===== config.mk =====
export PLATFORM = sky130hd
export DESIGN_NAME = two_thread_pipeline_arbiter
export DESIGN_NICKNAME = d
export VERILOG_FILES = /design/src/core/smt_arb_pkg.sv /design/src/core/alt_select.sv /design/src/core/two_thread_pipeline_arbiter.sv
export SDC_FILE = /design/constraint.sdc
export NUM_CORES = 2
export LEC_CHECK = 0
export BUFFER_PORTS_ARGS = -buffer_cell sky130_fd_sc_hd__buf_2
export CAP_MARGIN = 20
export CORE_MARGIN = 2
export CORE_UTILIZATION = 50
export CTS_BUF_LIST = sky130_fd_sc_hd__clkbuf_8
export DETAILED_ROUTE_END_ITERATION = 8
export PLACE_DENSITY = 0.76
export SLEW_MARGIN = 20
export SYNTH_ARGS = -nofsm -noshare
export SYNTH_HDL_FRONTEND = slang
export SYNTH_SLANG_ARGS = --single-unit

===== constraint.sdc =====
create_clock -name sys_clk -period 38.8 [get_ports sys_clk]
set_input_delay 11.64 -clock sys_clk [delete_from_list [all_inputs] [get_ports sys_clk]]
set_output_delay 11.64 -clock sys_clk [all_outputs]
set_load 0.02 [all_outputs]

===== src/core/smt_arb_pkg.sv =====
// Shared constants and types for the two-thread pipeline arbiter
`default_nettype none
package smt_arb_pkg;
  // ==========================================================================
  // Thread and selection points
  localparam int NTHR      = 2;
  localparam int NSEL      = 4;
  localparam int SEL_FETCH = 0;
  localparam int SEL_UOPQ  = 1;
  localparam int SEL_RET   = 2;
  localparam int SEL_STORE = 3;
  // Thread 1 marked as last winner so thread 0 is favoured after reset
  localparam logic SEL_LAST_RST = 1'b1;

  // ==========================================================================
  // Partitioned staging buffers
  localparam int NBUF      = 5;
  localparam int BUF_UOPQ  = 0;
  localparam int BUF_RENQ  = 1;
  localparam int BUF_ROB   = 2;
  localparam int BUF_LOAD  = 3;
  localparam int BUF_STORE = 4;
  localparam int CNT_W     = 7;
  localparam logic [CNT_W-1:0] UOPQ_DEPTH  = 7'h20;
  localparam logic [CNT_W-1:0] RENQ_DEPTH  = 7'h20;
  localparam logic [CNT_W-1:0] ROB_DEPTH   = 7'h40;
  localparam logic [CNT_W-1:0] LOAD_DEPTH  = 7'h20;
  localparam logic [CNT_W-1:0] STORE_DEPTH = 7'h18;

  // ==========================================================================
  // Execution dispatch
  localparam int WAITQ     = 16;
  localparam int DISP_MAX  = 6;

  // ==========================================================================
  // Translation buffer and per-thread state
  localparam int TLB_N     = 8;
  localparam int TLB_IW    = 3;
  localparam int NGPR      = 8;
  localparam int GPR_IW    = 3;
  localparam int RS_DEPTH  = 4;
  localparam int RS_PW     = 2;
  localparam logic [1:0] ISB_DEPTH = 2'h2;
  localparam logic [31:0] IP_RST   = 32'h0000_0000;
  localparam int DATA_W    = 32;

  typedef logic [DATA_W-1:0] word_t;
endpackage
`default_nettype wire


===== src/core/alt_select.sv =====
// Alternating two-thread selector used at every pipeline selection point
`default_nettype none
module alt_select
  import smt_arb_pkg::*;
(
  input  wire logic       sys_clk,
  input  wire logic       reset,
  input  wire logic [1:0] want,
  output logic      [1:0] grant
);
  typedef struct packed {
    logic last;
  } sel_state_t;

  sel_state_t st_r;
  sel_state_t st_nxt;

  // ==========================================================================
  // Grant: alternate when both want, otherwise the lone requester takes it
  always_comb begin
    st_nxt = st_r;
    grant  = 2'h0;
    if (want == 2'h3) begin
      grant[~st_r.last] = 1'b1;
      st_nxt.last       = ~st_r.last;
    end else if (want[0]) begin
      grant[0]    = 1'b1;
      st_nxt.last = 1'b0;
    end else if (want[1]) begin
      grant[1]    = 1'b1;
      st_nxt.last = 1'b1;
    end
  end

  always_ff @(posedge sys_clk or posedge reset) begin
    if (reset) begin
      st_r.last <= SEL_LAST_RST;
    end else begin
      st_r <= st_nxt;
    end
  end
endmodule
`default_nettype wire


===== src/core/two_thread_pipeline_arbiter.sv =====
// Resource sharing and thread selection for a two-thread out-of-order pipeline
`default_nettype none
module two_thread_pipeline_arbiter
  import smt_arb_pkg::*;
(
  input  wire logic                        sys_clk,
  input  wire logic                        reset,
  input  wire logic [1:0]                  thread_active,
  input  wire logic [1:0]                  fetch_req,
  input  wire logic [1:0]                  fetch_miss,
  input  wire logic [1:0]                  l2_fetch_return,
  input  wire logic [1:0]                  uopq_ready,
  input  wire logic [1:0]                  retire_ready,
  input  wire logic [1:0]                  store_commit_req,
  input  wire logic [NBUF-1:0][1:0]        alloc_req,
  input  wire logic [NBUF-1:0][1:0]        buf_free,
  input  wire logic [WAITQ-1:0]            waitq_ready,
  input  wire logic                        tlb_fill,
  input  wire logic [TLB_IW-1:0]           tlb_fill_idx,
  input  wire logic                        tlb_fill_thread,
  input  wire logic [TLB_IW-1:0]           tlb_look_idx,
  input  wire logic                        tlb_look_thread,
  input  wire logic                        ip_load,
  input  wire logic                        ip_thread,
  input  wire word_t                       ip_value,
  input  wire logic                        call_push,
  input  wire logic                        ret_pop,
  input  wire logic                        rs_thread,
  input  wire word_t                       call_addr,
  input  wire logic                        isb_push,
  input  wire logic                        isb_pop,
  input  wire logic                        isb_thread,
  input  wire logic                        gpr_we,
  input  wire logic                        gpr_thread,
  input  wire logic [GPR_IW-1:0]           gpr_widx,
  input  wire word_t                       gpr_wdata,
  input  wire logic [GPR_IW-1:0]           gpr_ridx,
  output logic      [1:0]                  fetch_grant,
  output logic      [1:0]                  uopq_grant,
  output logic      [1:0]                  retire_grant,
  output logic      [1:0]                  store_commit_grant,
  output logic      [NBUF-1:0][1:0]        alloc_ok,
  output logic      [WAITQ-1:0]            dispatch_grant,
  output logic                             tlb_owned,
  output word_t     [1:0]                  ip,
  output word_t                            ret_predict,
  output logic      [1:0]                  isb_full,
  output word_t                            gpr_rdata
);
  typedef struct packed {
    logic [1:0]                        fetch_pend;
    logic [1:0]                        fetch_grant;
    logic [1:0]                        uopq_grant;
    logic [1:0]                        retire_grant;
    logic [1:0]                        store_grant;
    logic [NBUF-1:0][1:0][CNT_W-1:0]   occ;
    logic [NBUF-1:0][1:0]              alloc_ok;
    logic [WAITQ-1:0]                  disp;
    logic [TLB_N-1:0]                  tlb_owner;
    logic                              tlb_owned;
    logic [1:0][DATA_W-1:0]            ip;
    logic [1:0][RS_DEPTH-1:0][DATA_W-1:0] rstack;
    logic [1:0][RS_PW-1:0]             rs_ptr;
    logic [DATA_W-1:0]                 ret_pred;
    logic [1:0][1:0]                   isb_cnt;
    logic [1:0]                        isb_full;
    logic [1:0][NGPR-1:0][DATA_W-1:0]  gpr;
    logic [DATA_W-1:0]                 gpr_rd;
  } state_t;

  state_t st_r;
  state_t st_nxt;

  // ==========================================================================
  // Helpers
  function automatic logic [CNT_W-1:0] buf_depth(input int b);
    unique case (b)
      BUF_UOPQ: buf_depth = UOPQ_DEPTH;
      BUF_RENQ: buf_depth = RENQ_DEPTH;
      BUF_ROB:  buf_depth = ROB_DEPTH;
      BUF_LOAD: buf_depth = LOAD_DEPTH;
      default:  buf_depth = STORE_DEPTH;
    endcase
  endfunction

  // Per-thread ceiling; only the micro-op queue opens up when one thread runs alone
  function automatic logic [CNT_W-1:0] buf_limit(input int b, input logic both);
    if (b == BUF_UOPQ && !both) begin
      buf_limit = buf_depth(b);
    end else begin
      buf_limit = buf_depth(b) >> 1;
    end
  endfunction

  // Lowest-index ready entries win; thread of origin is not an input here
  function automatic logic [WAITQ-1:0] pick_ready(input logic [WAITQ-1:0] rdy);
    int n;
    pick_ready = '0;
    n = 0;
    for (int i = 0; i < WAITQ; i++) begin
      if (rdy[i] && n < DISP_MAX) begin
        pick_ready[i] = 1'b1;
        n++;
      end
    end
  endfunction

  // ==========================================================================
  // Selection points
  logic [NSEL-1:0][1:0] sel_want;
  logic [NSEL-1:0][1:0] sel_grant;

  always_comb begin
    sel_want            = '0;
    sel_want[SEL_FETCH] = fetch_req & ~st_r.fetch_pend;
    sel_want[SEL_UOPQ]  = uopq_ready;
    sel_want[SEL_RET]   = retire_ready;
    sel_want[SEL_STORE] = store_commit_req;
  end

  // One alternating selector per selection point
  for (genvar s = 0; s < NSEL; s++) begin : g_sel
    alt_select u_sel (
      .sys_clk (sys_clk),
      .reset   (reset),
      .want    (sel_want[s]),
      .grant   (sel_grant[s])
    );
  end

  // ==========================================================================
  // Next state
  always_comb begin
    logic            both;
    logic            take;
    logic [RS_PW-1:0] p;
    st_nxt = st_r;
    both   = &thread_active;
    take   = 1'b0;
    p      = '0;

    st_nxt.fetch_grant  = sel_grant[SEL_FETCH];
    st_nxt.uopq_grant   = sel_grant[SEL_UOPQ];
    st_nxt.retire_grant = sel_grant[SEL_RET];
    st_nxt.store_grant  = sel_grant[SEL_STORE];

    for (int t = 0; t < NTHR; t++) begin
      // Miss set wins over a return in the same cycle
      if (fetch_miss[t]) begin
        st_nxt.fetch_pend[t] = 1'b1;
      end else if (l2_fetch_return[t]) begin
        st_nxt.fetch_pend[t] = 1'b0;
      end
    end

    // Occupancy per buffer and thread; load/store ordering stays per thread
    for (int b = 0; b < NBUF; b++) begin
      for (int t = 0; t < NTHR; t++) begin
        take = alloc_req[b][t] && (st_r.occ[b][t] < buf_limit(b, both));
        st_nxt.alloc_ok[b][t] = take;
        if (take && !(buf_free[b][t] && st_r.occ[b][t] != '0)) begin
          st_nxt.occ[b][t] = st_r.occ[b][t] + 7'h01;
        end else if (!take && buf_free[b][t] && st_r.occ[b][t] != '0) begin
          st_nxt.occ[b][t] = st_r.occ[b][t] - 7'h01;
        end
      end
    end

    // Shared execution ports, no per-thread reservation
    st_nxt.disp = pick_ready(waitq_ready);

    if (tlb_fill) begin
      st_nxt.tlb_owner[tlb_fill_idx] = tlb_fill_thread;
    end
    st_nxt.tlb_owned = (st_r.tlb_owner[tlb_look_idx] == tlb_look_thread);

    if (ip_load) begin
      st_nxt.ip[ip_thread] = ip_value;
    end

    // Return stack wraps on overflow, losing the oldest entry by design
    p = st_r.rs_ptr[rs_thread];
    if (call_push) begin
      st_nxt.rstack[rs_thread][p] = call_addr;
      st_nxt.rs_ptr[rs_thread]    = p + 2'h1;
      st_nxt.ret_pred             = call_addr;
    end else if (ret_pop) begin
      st_nxt.ret_pred          = st_r.rstack[rs_thread][p - 2'h1];
      st_nxt.rs_ptr[rs_thread] = p - 2'h1;
    end

    // Streaming buffer per thread; push when full and pop when empty are dropped
    if (isb_push && !isb_pop && st_r.isb_cnt[isb_thread] != ISB_DEPTH) begin
      st_nxt.isb_cnt[isb_thread] = st_r.isb_cnt[isb_thread] + 2'h1;
    end else if (isb_pop && !isb_push && st_r.isb_cnt[isb_thread] != 2'h0) begin
      st_nxt.isb_cnt[isb_thread] = st_r.isb_cnt[isb_thread] - 2'h1;
    end
    for (int t = 0; t < NTHR; t++) begin
      st_nxt.isb_full[t] = (st_nxt.isb_cnt[t] == ISB_DEPTH);
    end

    // Range and monitoring registers live elsewhere as one shared copy
    if (gpr_we) begin
      st_nxt.gpr[gpr_thread][gpr_widx] = gpr_wdata;
    end
    st_nxt.gpr_rd = st_r.gpr[gpr_thread][gpr_ridx];
  end

  always_ff @(posedge sys_clk or posedge reset) begin
    if (reset) begin
      st_r <= '0;
    end else begin
      st_r <= st_nxt;
    end
  end

  // ==========================================================================
  // Outputs
  assign fetch_grant        = st_r.fetch_grant;
  assign uopq_grant         = st_r.uopq_grant;
  assign retire_grant       = st_r.retire_grant;
  assign store_commit_grant = st_r.store_grant;
  assign alloc_ok           = st_r.alloc_ok;
  assign dispatch_grant     = st_r.disp;
  assign tlb_owned          = st_r.tlb_owned;
  assign ip                 = st_r.ip;
  assign ret_predict        = st_r.ret_pred;
  assign isb_full           = st_r.isb_full;
  assign gpr_rdata          = st_r.gpr_rd;
endmodule
`default_nettype wire


## Word-level counts from Yosys, hierarchy flattened

Cells that the tools add are included.

| word-level totals | value |
|---|---|
| register bits after elaboration | 1025 |
| input port bits | 173 |
| output and inout port bits | 165 |
| word-level logic and storage cells | 428 |

| operators by class | value |
|---|---|
| $add $sub $neg | 38 |
| order comparisons | 50 |
| equality and inequality tests | 8 |
| mux-type cells | 134 |
| bitwise logic cells | 6 |
| reductions and logical operators | 131 |

Operators with widths:

| operator | number |
|---|---|
| $mux 256 | 3 |
| $mux 32 | 19 |
| $bwmux 512 | 1 |
| $lt 32x4->1 const B | 15 |
| $add 32x2->32 const B | 14 |
| $mux 128 | 3 |
| $bwmux 256 | 1 |
| $demux 256 s1 | 1 |
| $mux 7 | 20 |
| $demux 128 s1 | 1 |
| $bmux 32 s3 | 1 |
| $demux 32 s3 | 1 |
| $logic_and 1x1->1 | 80 |
| $mux 36 | 2 |
| $add 7x1->7 const B | 10 |
| $reduce_bool 7->1 | 10 |
| $sub 7x1->7 const B | 10 |
| $bmux 32 s2 | 1 |
| $bwmux 64 | 1 |
| $demux 32 s2 | 1 |
| $mux 1 | 51 |
| $demux 32 s1 | 1 |
| $lt 7x5->1 const B | 4 |
| $reduce_bool 2->1 | 14 |
| other kinds (29) | 102 |

## Depth between registers and ports, before layout

| depth | value |
|---|---|
| word-level depth | 46 |
| mapped depth | 44 |
| gate-level depth less buffers | 43 |

## By module

A second synthesis with hierarchy kept.

| second synthesis, totals | value |
|---|---|
| cell total of the unflattened synthesis | 3382 |
| area total of the unflattened synthesis | 48258.8 µm² |

By module, submodules not included:

| module | instances | cells each | area each (µm²) | sequential area each (µm²) |
|---|---|---|---|---|
| two_thread_pipeline_arbiter | 1 | 3354 | 48027.3 | 25549.5 |
| alt_select at g_sel[0].u_sel ... | 3 | 7 | 57.6 | 26.3 |
| alt_select at g_sel[3].u_sel | 1 | 7 | 58.8 | 26.3 |

## Worst setup path before layout

OpenSTA, ideal clock, no wires.

| timing path | value |
|---|---|
| path type | input -> register |
| start | input port waitq_ready[0] |
| end | register st_r, in the netlist dispatch_grant[15] |
| setup time | 120 ps |
| data arrival time | 19459 ps |
| data required time | 38680 ps |
| setup slack | 19220 ps |
| stages | 38 |
| buffers on the path | 1 |
| path through | inv_1 ha_1 buf_2 nand4b_1 a22oi_2 nor2_1 inv_1 ha_1 nand2_1 nand2_1 ha_1 nand2_1 nor2_1 nand4_1 nand2_1 nor3b_4 mux2_2 ha_1 [2 not listed] mux2i_1 inv_1 ha_1 xor2_1 xnor2_1 o221ai_4 mux2i_1 ha_1 and2_1 or2_2 ha_1 a311oi_1 a2bb2oi_2 ha_1 mux2_4 ha_1 nand2_1 o211a_1 |

RTL lines:

| element | line | RTL |
|---|---|---|
| from (decl) | two_thread_pipeline_arbiter.sv:17 | `input wire logic [WAITQ-1:0] waitq_ready,` |
| to (signal assigned) | two_thread_pipeline_arbiter.sv:213 | `st_r <= st_nxt;` |
| to (decl) | two_thread_pipeline_arbiter.sv:71 | `state_t st_r;` |

==> key figures <==
Run status
  • Status: complete, no violations

Yosys
  • Post-Syn Area per Cell: 14.5 sq um
  • Post-Syn Instances: 3332
  • Post-Syn Area: 48200 sq um
  • Syn Nets: 3586
  • #FFs+latches synth: 1025
  • Number of flops mapped to enable cells by yosys: 0
  • Unique masters post-synth: 81
  • Async SR Flop Fraction: 1.00
  • Synth warnings: 0
  • Register area share after synthesis: 0.532
  • Post-synth top flop: dfrtp_1

Pwr
  • Sequential fraction of design power: 0.400
  • Switching pwr: 0.00129 W
  • Leakage: 23.8 nW
  • Clock share of power: 0.233
  • Sw frac: 0.322
  • Power Dens Cells: 74.8 nW/um^2
  • VDD IR-drop max: 0.0678 mV
  • Comb pwr share: 0.366
  • Design internal power: 0.00271 W
  • Overall Power: 0.00400 W

Timing
  • Fmax: 0.0506 GHz
  • Least-Margin Pin Slew: 1.12 ns
  • Slew HR: 0.248
  • Hold Fails Final Rpt: 0
  • Tcrit/Tclk final: 0.510
  • Max-slew violation count: 0
  • Final setup TNS: 0 ns
  • Setup-failing EPs final: 0
  • RSZ-0062 raised after global routing: no
  • Layout Skew: 0.0333 ns
  • Post-layout min period: 19.78 ns

Clocking
  • CTS resizes: 0
  • Clk slew on worst S/H paths: 0.06 ns
  • Inserted Clock Buffers: 168
  • Clk root buf: clkbuf_8
  • Num Clock Sinks: 1025
  • Longest Clk Path Bufs: 3
  • Cts hold-fix bufs: 0
  • CTS H-Tree Depth: 4
  • Skew-Pair Late Insertion Delay: 0.83 ns
  • Post-CTS repair timing setup buffer count: 0
  • TritonCTS clock tree: yes

Finish
  • Utilization after layout: 0.561
  • Leading cell type in the layout, fill and taps excluded: dfrtp_1
  • Final nets: 3784
  • Most frequent cells in the layout: dfrtp_1, mux2_2, buf_2, mux4_2, clkbuf_8
  • FILL cells: 7552
  • Layout cell share with drive strength beyond 1: 0.481
  • Final non-filler cell total: 4922
  • Area growth from synthesis to layout: 10.8%

Worst setup path
  • CP max FO: 9
  • Element type at the critical path start: primary input
  • CP dominant cell by count: ha_1
  • Worst Path Arrival: 20.50 ns
  • Worst Setup End Kind: flip-flop
  • Max stage delay on crit path: 0.46 ns
  • Critical path class: primary input to flip-flop
  • Crit path required time: 39.52 ns
  • CP max-delay cell: mux2i_1

Place
  • GP Congestion: 0.815
  • IO Port Bufs: 337
  • Placed cells: 4624
  • Hpwl dp: 62200 um

Floorplanning
  • Die H: 315 um
  • Core area: 95300 sq um
  • Die width: 315 um
  • Top-Level Pins: 338
  • Full die area: 99000 sq um
  • Cell Rows: 113
  • Initial Utilization: 0.506

Min path
  • Hold crit path type: flip-flop to flip-flop

Detailed routing
  • Final wirelength: 103000 um
  • Vias per inst: 5.65
  • First-pass detailed-route iteration total: 5
  • Drt drc: 0
  • DR iter-0 viols: 1448
  • Final ANT Viol Nets: 0
  • Via count: 27808
  • DR WL/cell: 21.0 um

Global routing
  • Pin count of the biggest net entering global routing: 186
  • Global-route wire length before repair: 164000 um
  • Initial antenna violation count: 15
  • Vias in the first global route: 29381
  • GRT overflow: 0
  • GRT Overall Usage: 0.212

Job
  • Max-Cap Viols: 0
-- per-layer routing --
| layer | vias up | share of wire | routed length, um | track usage |
|---|---|---|---|---|
| li1 | 12365 | - | - | - |
| met2 | 627 | 0.50 | 51700 | 0.357 |
| met5 | - | 0.00087 | 90 | 0 |
| met4 | 12 | 0.024 | 2520 | 0.0683 |
| met1 | 14605 | 0.42 | 43700 | 0.273 |
| met3 | 199 | 0.052 | 5340 | 0.0484 |
-- final cells by class --
class	count	area [sq um]	share of cell area
repair buffers	383	2100	0.0393
flip-flops and latches	1025	25700	0.480
well taps	1265	1580	0.0296
clock inverters	85	489	0.00915
diodes	4	10.0	0.000187
inverters	55	213	0.00398
multi-input cells	1897	20500	0.384
clock buffers	208	2860	0.0536
-- per-stage QoR --
step / hold WS [ns] / setup WS [ns] / instance area [sq um]
floorplan: 0.440 / 13.04 / 48200
global placement: 0.458 / 18.51 / 50100
detailed placement: 0.460 / 18.20 / 50100
CTS: 0.470 / 19.14 / 53400
global route: 0.508 / 18.45 / 53400
finish: 0.471 / 19.02 / 53500
-- path summary, 6_finish.rpt --
kind / startpoint / endpoint / slack (ns) / depth (start not counted)
worst min-delay path: st_r[1003]$_DFFE_PP0P_ / st_r[1003]$_DFFE_PP0P_ / 0.47 / 1
max in group asynchronous: reset / st_r[275]$_DFFE_PP0P_ / 23.03 / 8
worst max register to register: st_r[962]$_DFFE_PP0P_ / st_r[968]$_DFFE_PP0P_ / 35.07 / 12
worst min register to register: st_r[1003]$_DFFE_PP0P_ / st_r[1003]$_DFFE_PP0P_ / 0.47 / 1
min in group asynchronous: reset / ip[46]$_DFFE_PP0P_ / 11.08 / 3
worst max-delay path: waitq_ready[0] / dispatch_grant[15]$_DFF_PP0_ / 19.02 / 38
-- sequential cells by signal, indices dropped and copies added (netlist names), named ones only --
| name | count |
|---|---|
| tlb_owned | 1 |
| st_r | 854 |
| ret_predict | 32 |
| store_commit_grant | 2 |
| ip | 64 |
| fetch_grant | 2 |
| dispatch_grant | 16 |
| alloc_ok | 10 |
| gpr_rdata | 32 |
| g_sel.u_sel.st_r | 4 |
| isb_full | 2 |
| retire_grant | 2 |
| uopq_grant | 2 |
-- power groups by stage --
stage | Clock [W] | Combinational, W | Sequential [W]
after floorplan | 0 | 0.00125 | 0.00157
after global placement | 0 | 0.00141 | 0.00160
after detailed placement | 0 | 0.00147 | 0.00161
after CTS | 0.000962 | 0.00148 | 0.00160
after global routing | 0.00101 | 0.00162 | 0.00164
final | 0.000934 | 0.00146 | 0.00160
-- Yosys cell counts (16+ instances only) --
library cell / number / share of area
mux2_2: 855 / 0.20
xnor2_1: 57 / 0.010
inv_1: 53 / 0.0041
xor2_1: 27 / 0.0049
buf_1: 69 / 0.0054
mux2i_1: 49 / 0.010
ha_1: 71 / 0.018
clkbuf_1: 119 / 0.0093
nor2_1: 70 / 0.0054
o21ai_0: 114 / 0.012
o21bai_1: 16 / 0.0025
dfrtp_1: 1021 / 0.53
mux4_2: 226 / 0.11
a21oi_1: 54 / 0.0056
buf_4: 164 / 0.026
a21o_1: 19 / 0.0030
nand2_1: 149 / 0.012
-- cell families after synthesis --
| family | count (synthesis) | share of synthesized area |
|---|---|---|
| buffers and inverters | 410 | 0.0451 |
| flip-flops | 1025 | 0.532 |
| multiplexers | 1132 | 0.316 |
| adder cells (fa/ha/maj) | 81 | 0.0226 |
| AO/OA/AOI/OAI | 264 | 0.0345 |
| XOR/XNOR | 89 | 0.0172 |
| AND/OR/NAND/NOR | 331 | 0.0329 |
-- critical path: cells and delay by family --
kind,cells,cell delay (ns)
simple gates,11,1.49
xor+xnor,6,1.79
fa+ha+maj,6,1.80
buf+inv,4,0.37
compound gates,7,1.82
mux,4,1.56
No activity file was read; power rests on OpenSTA's default activity.
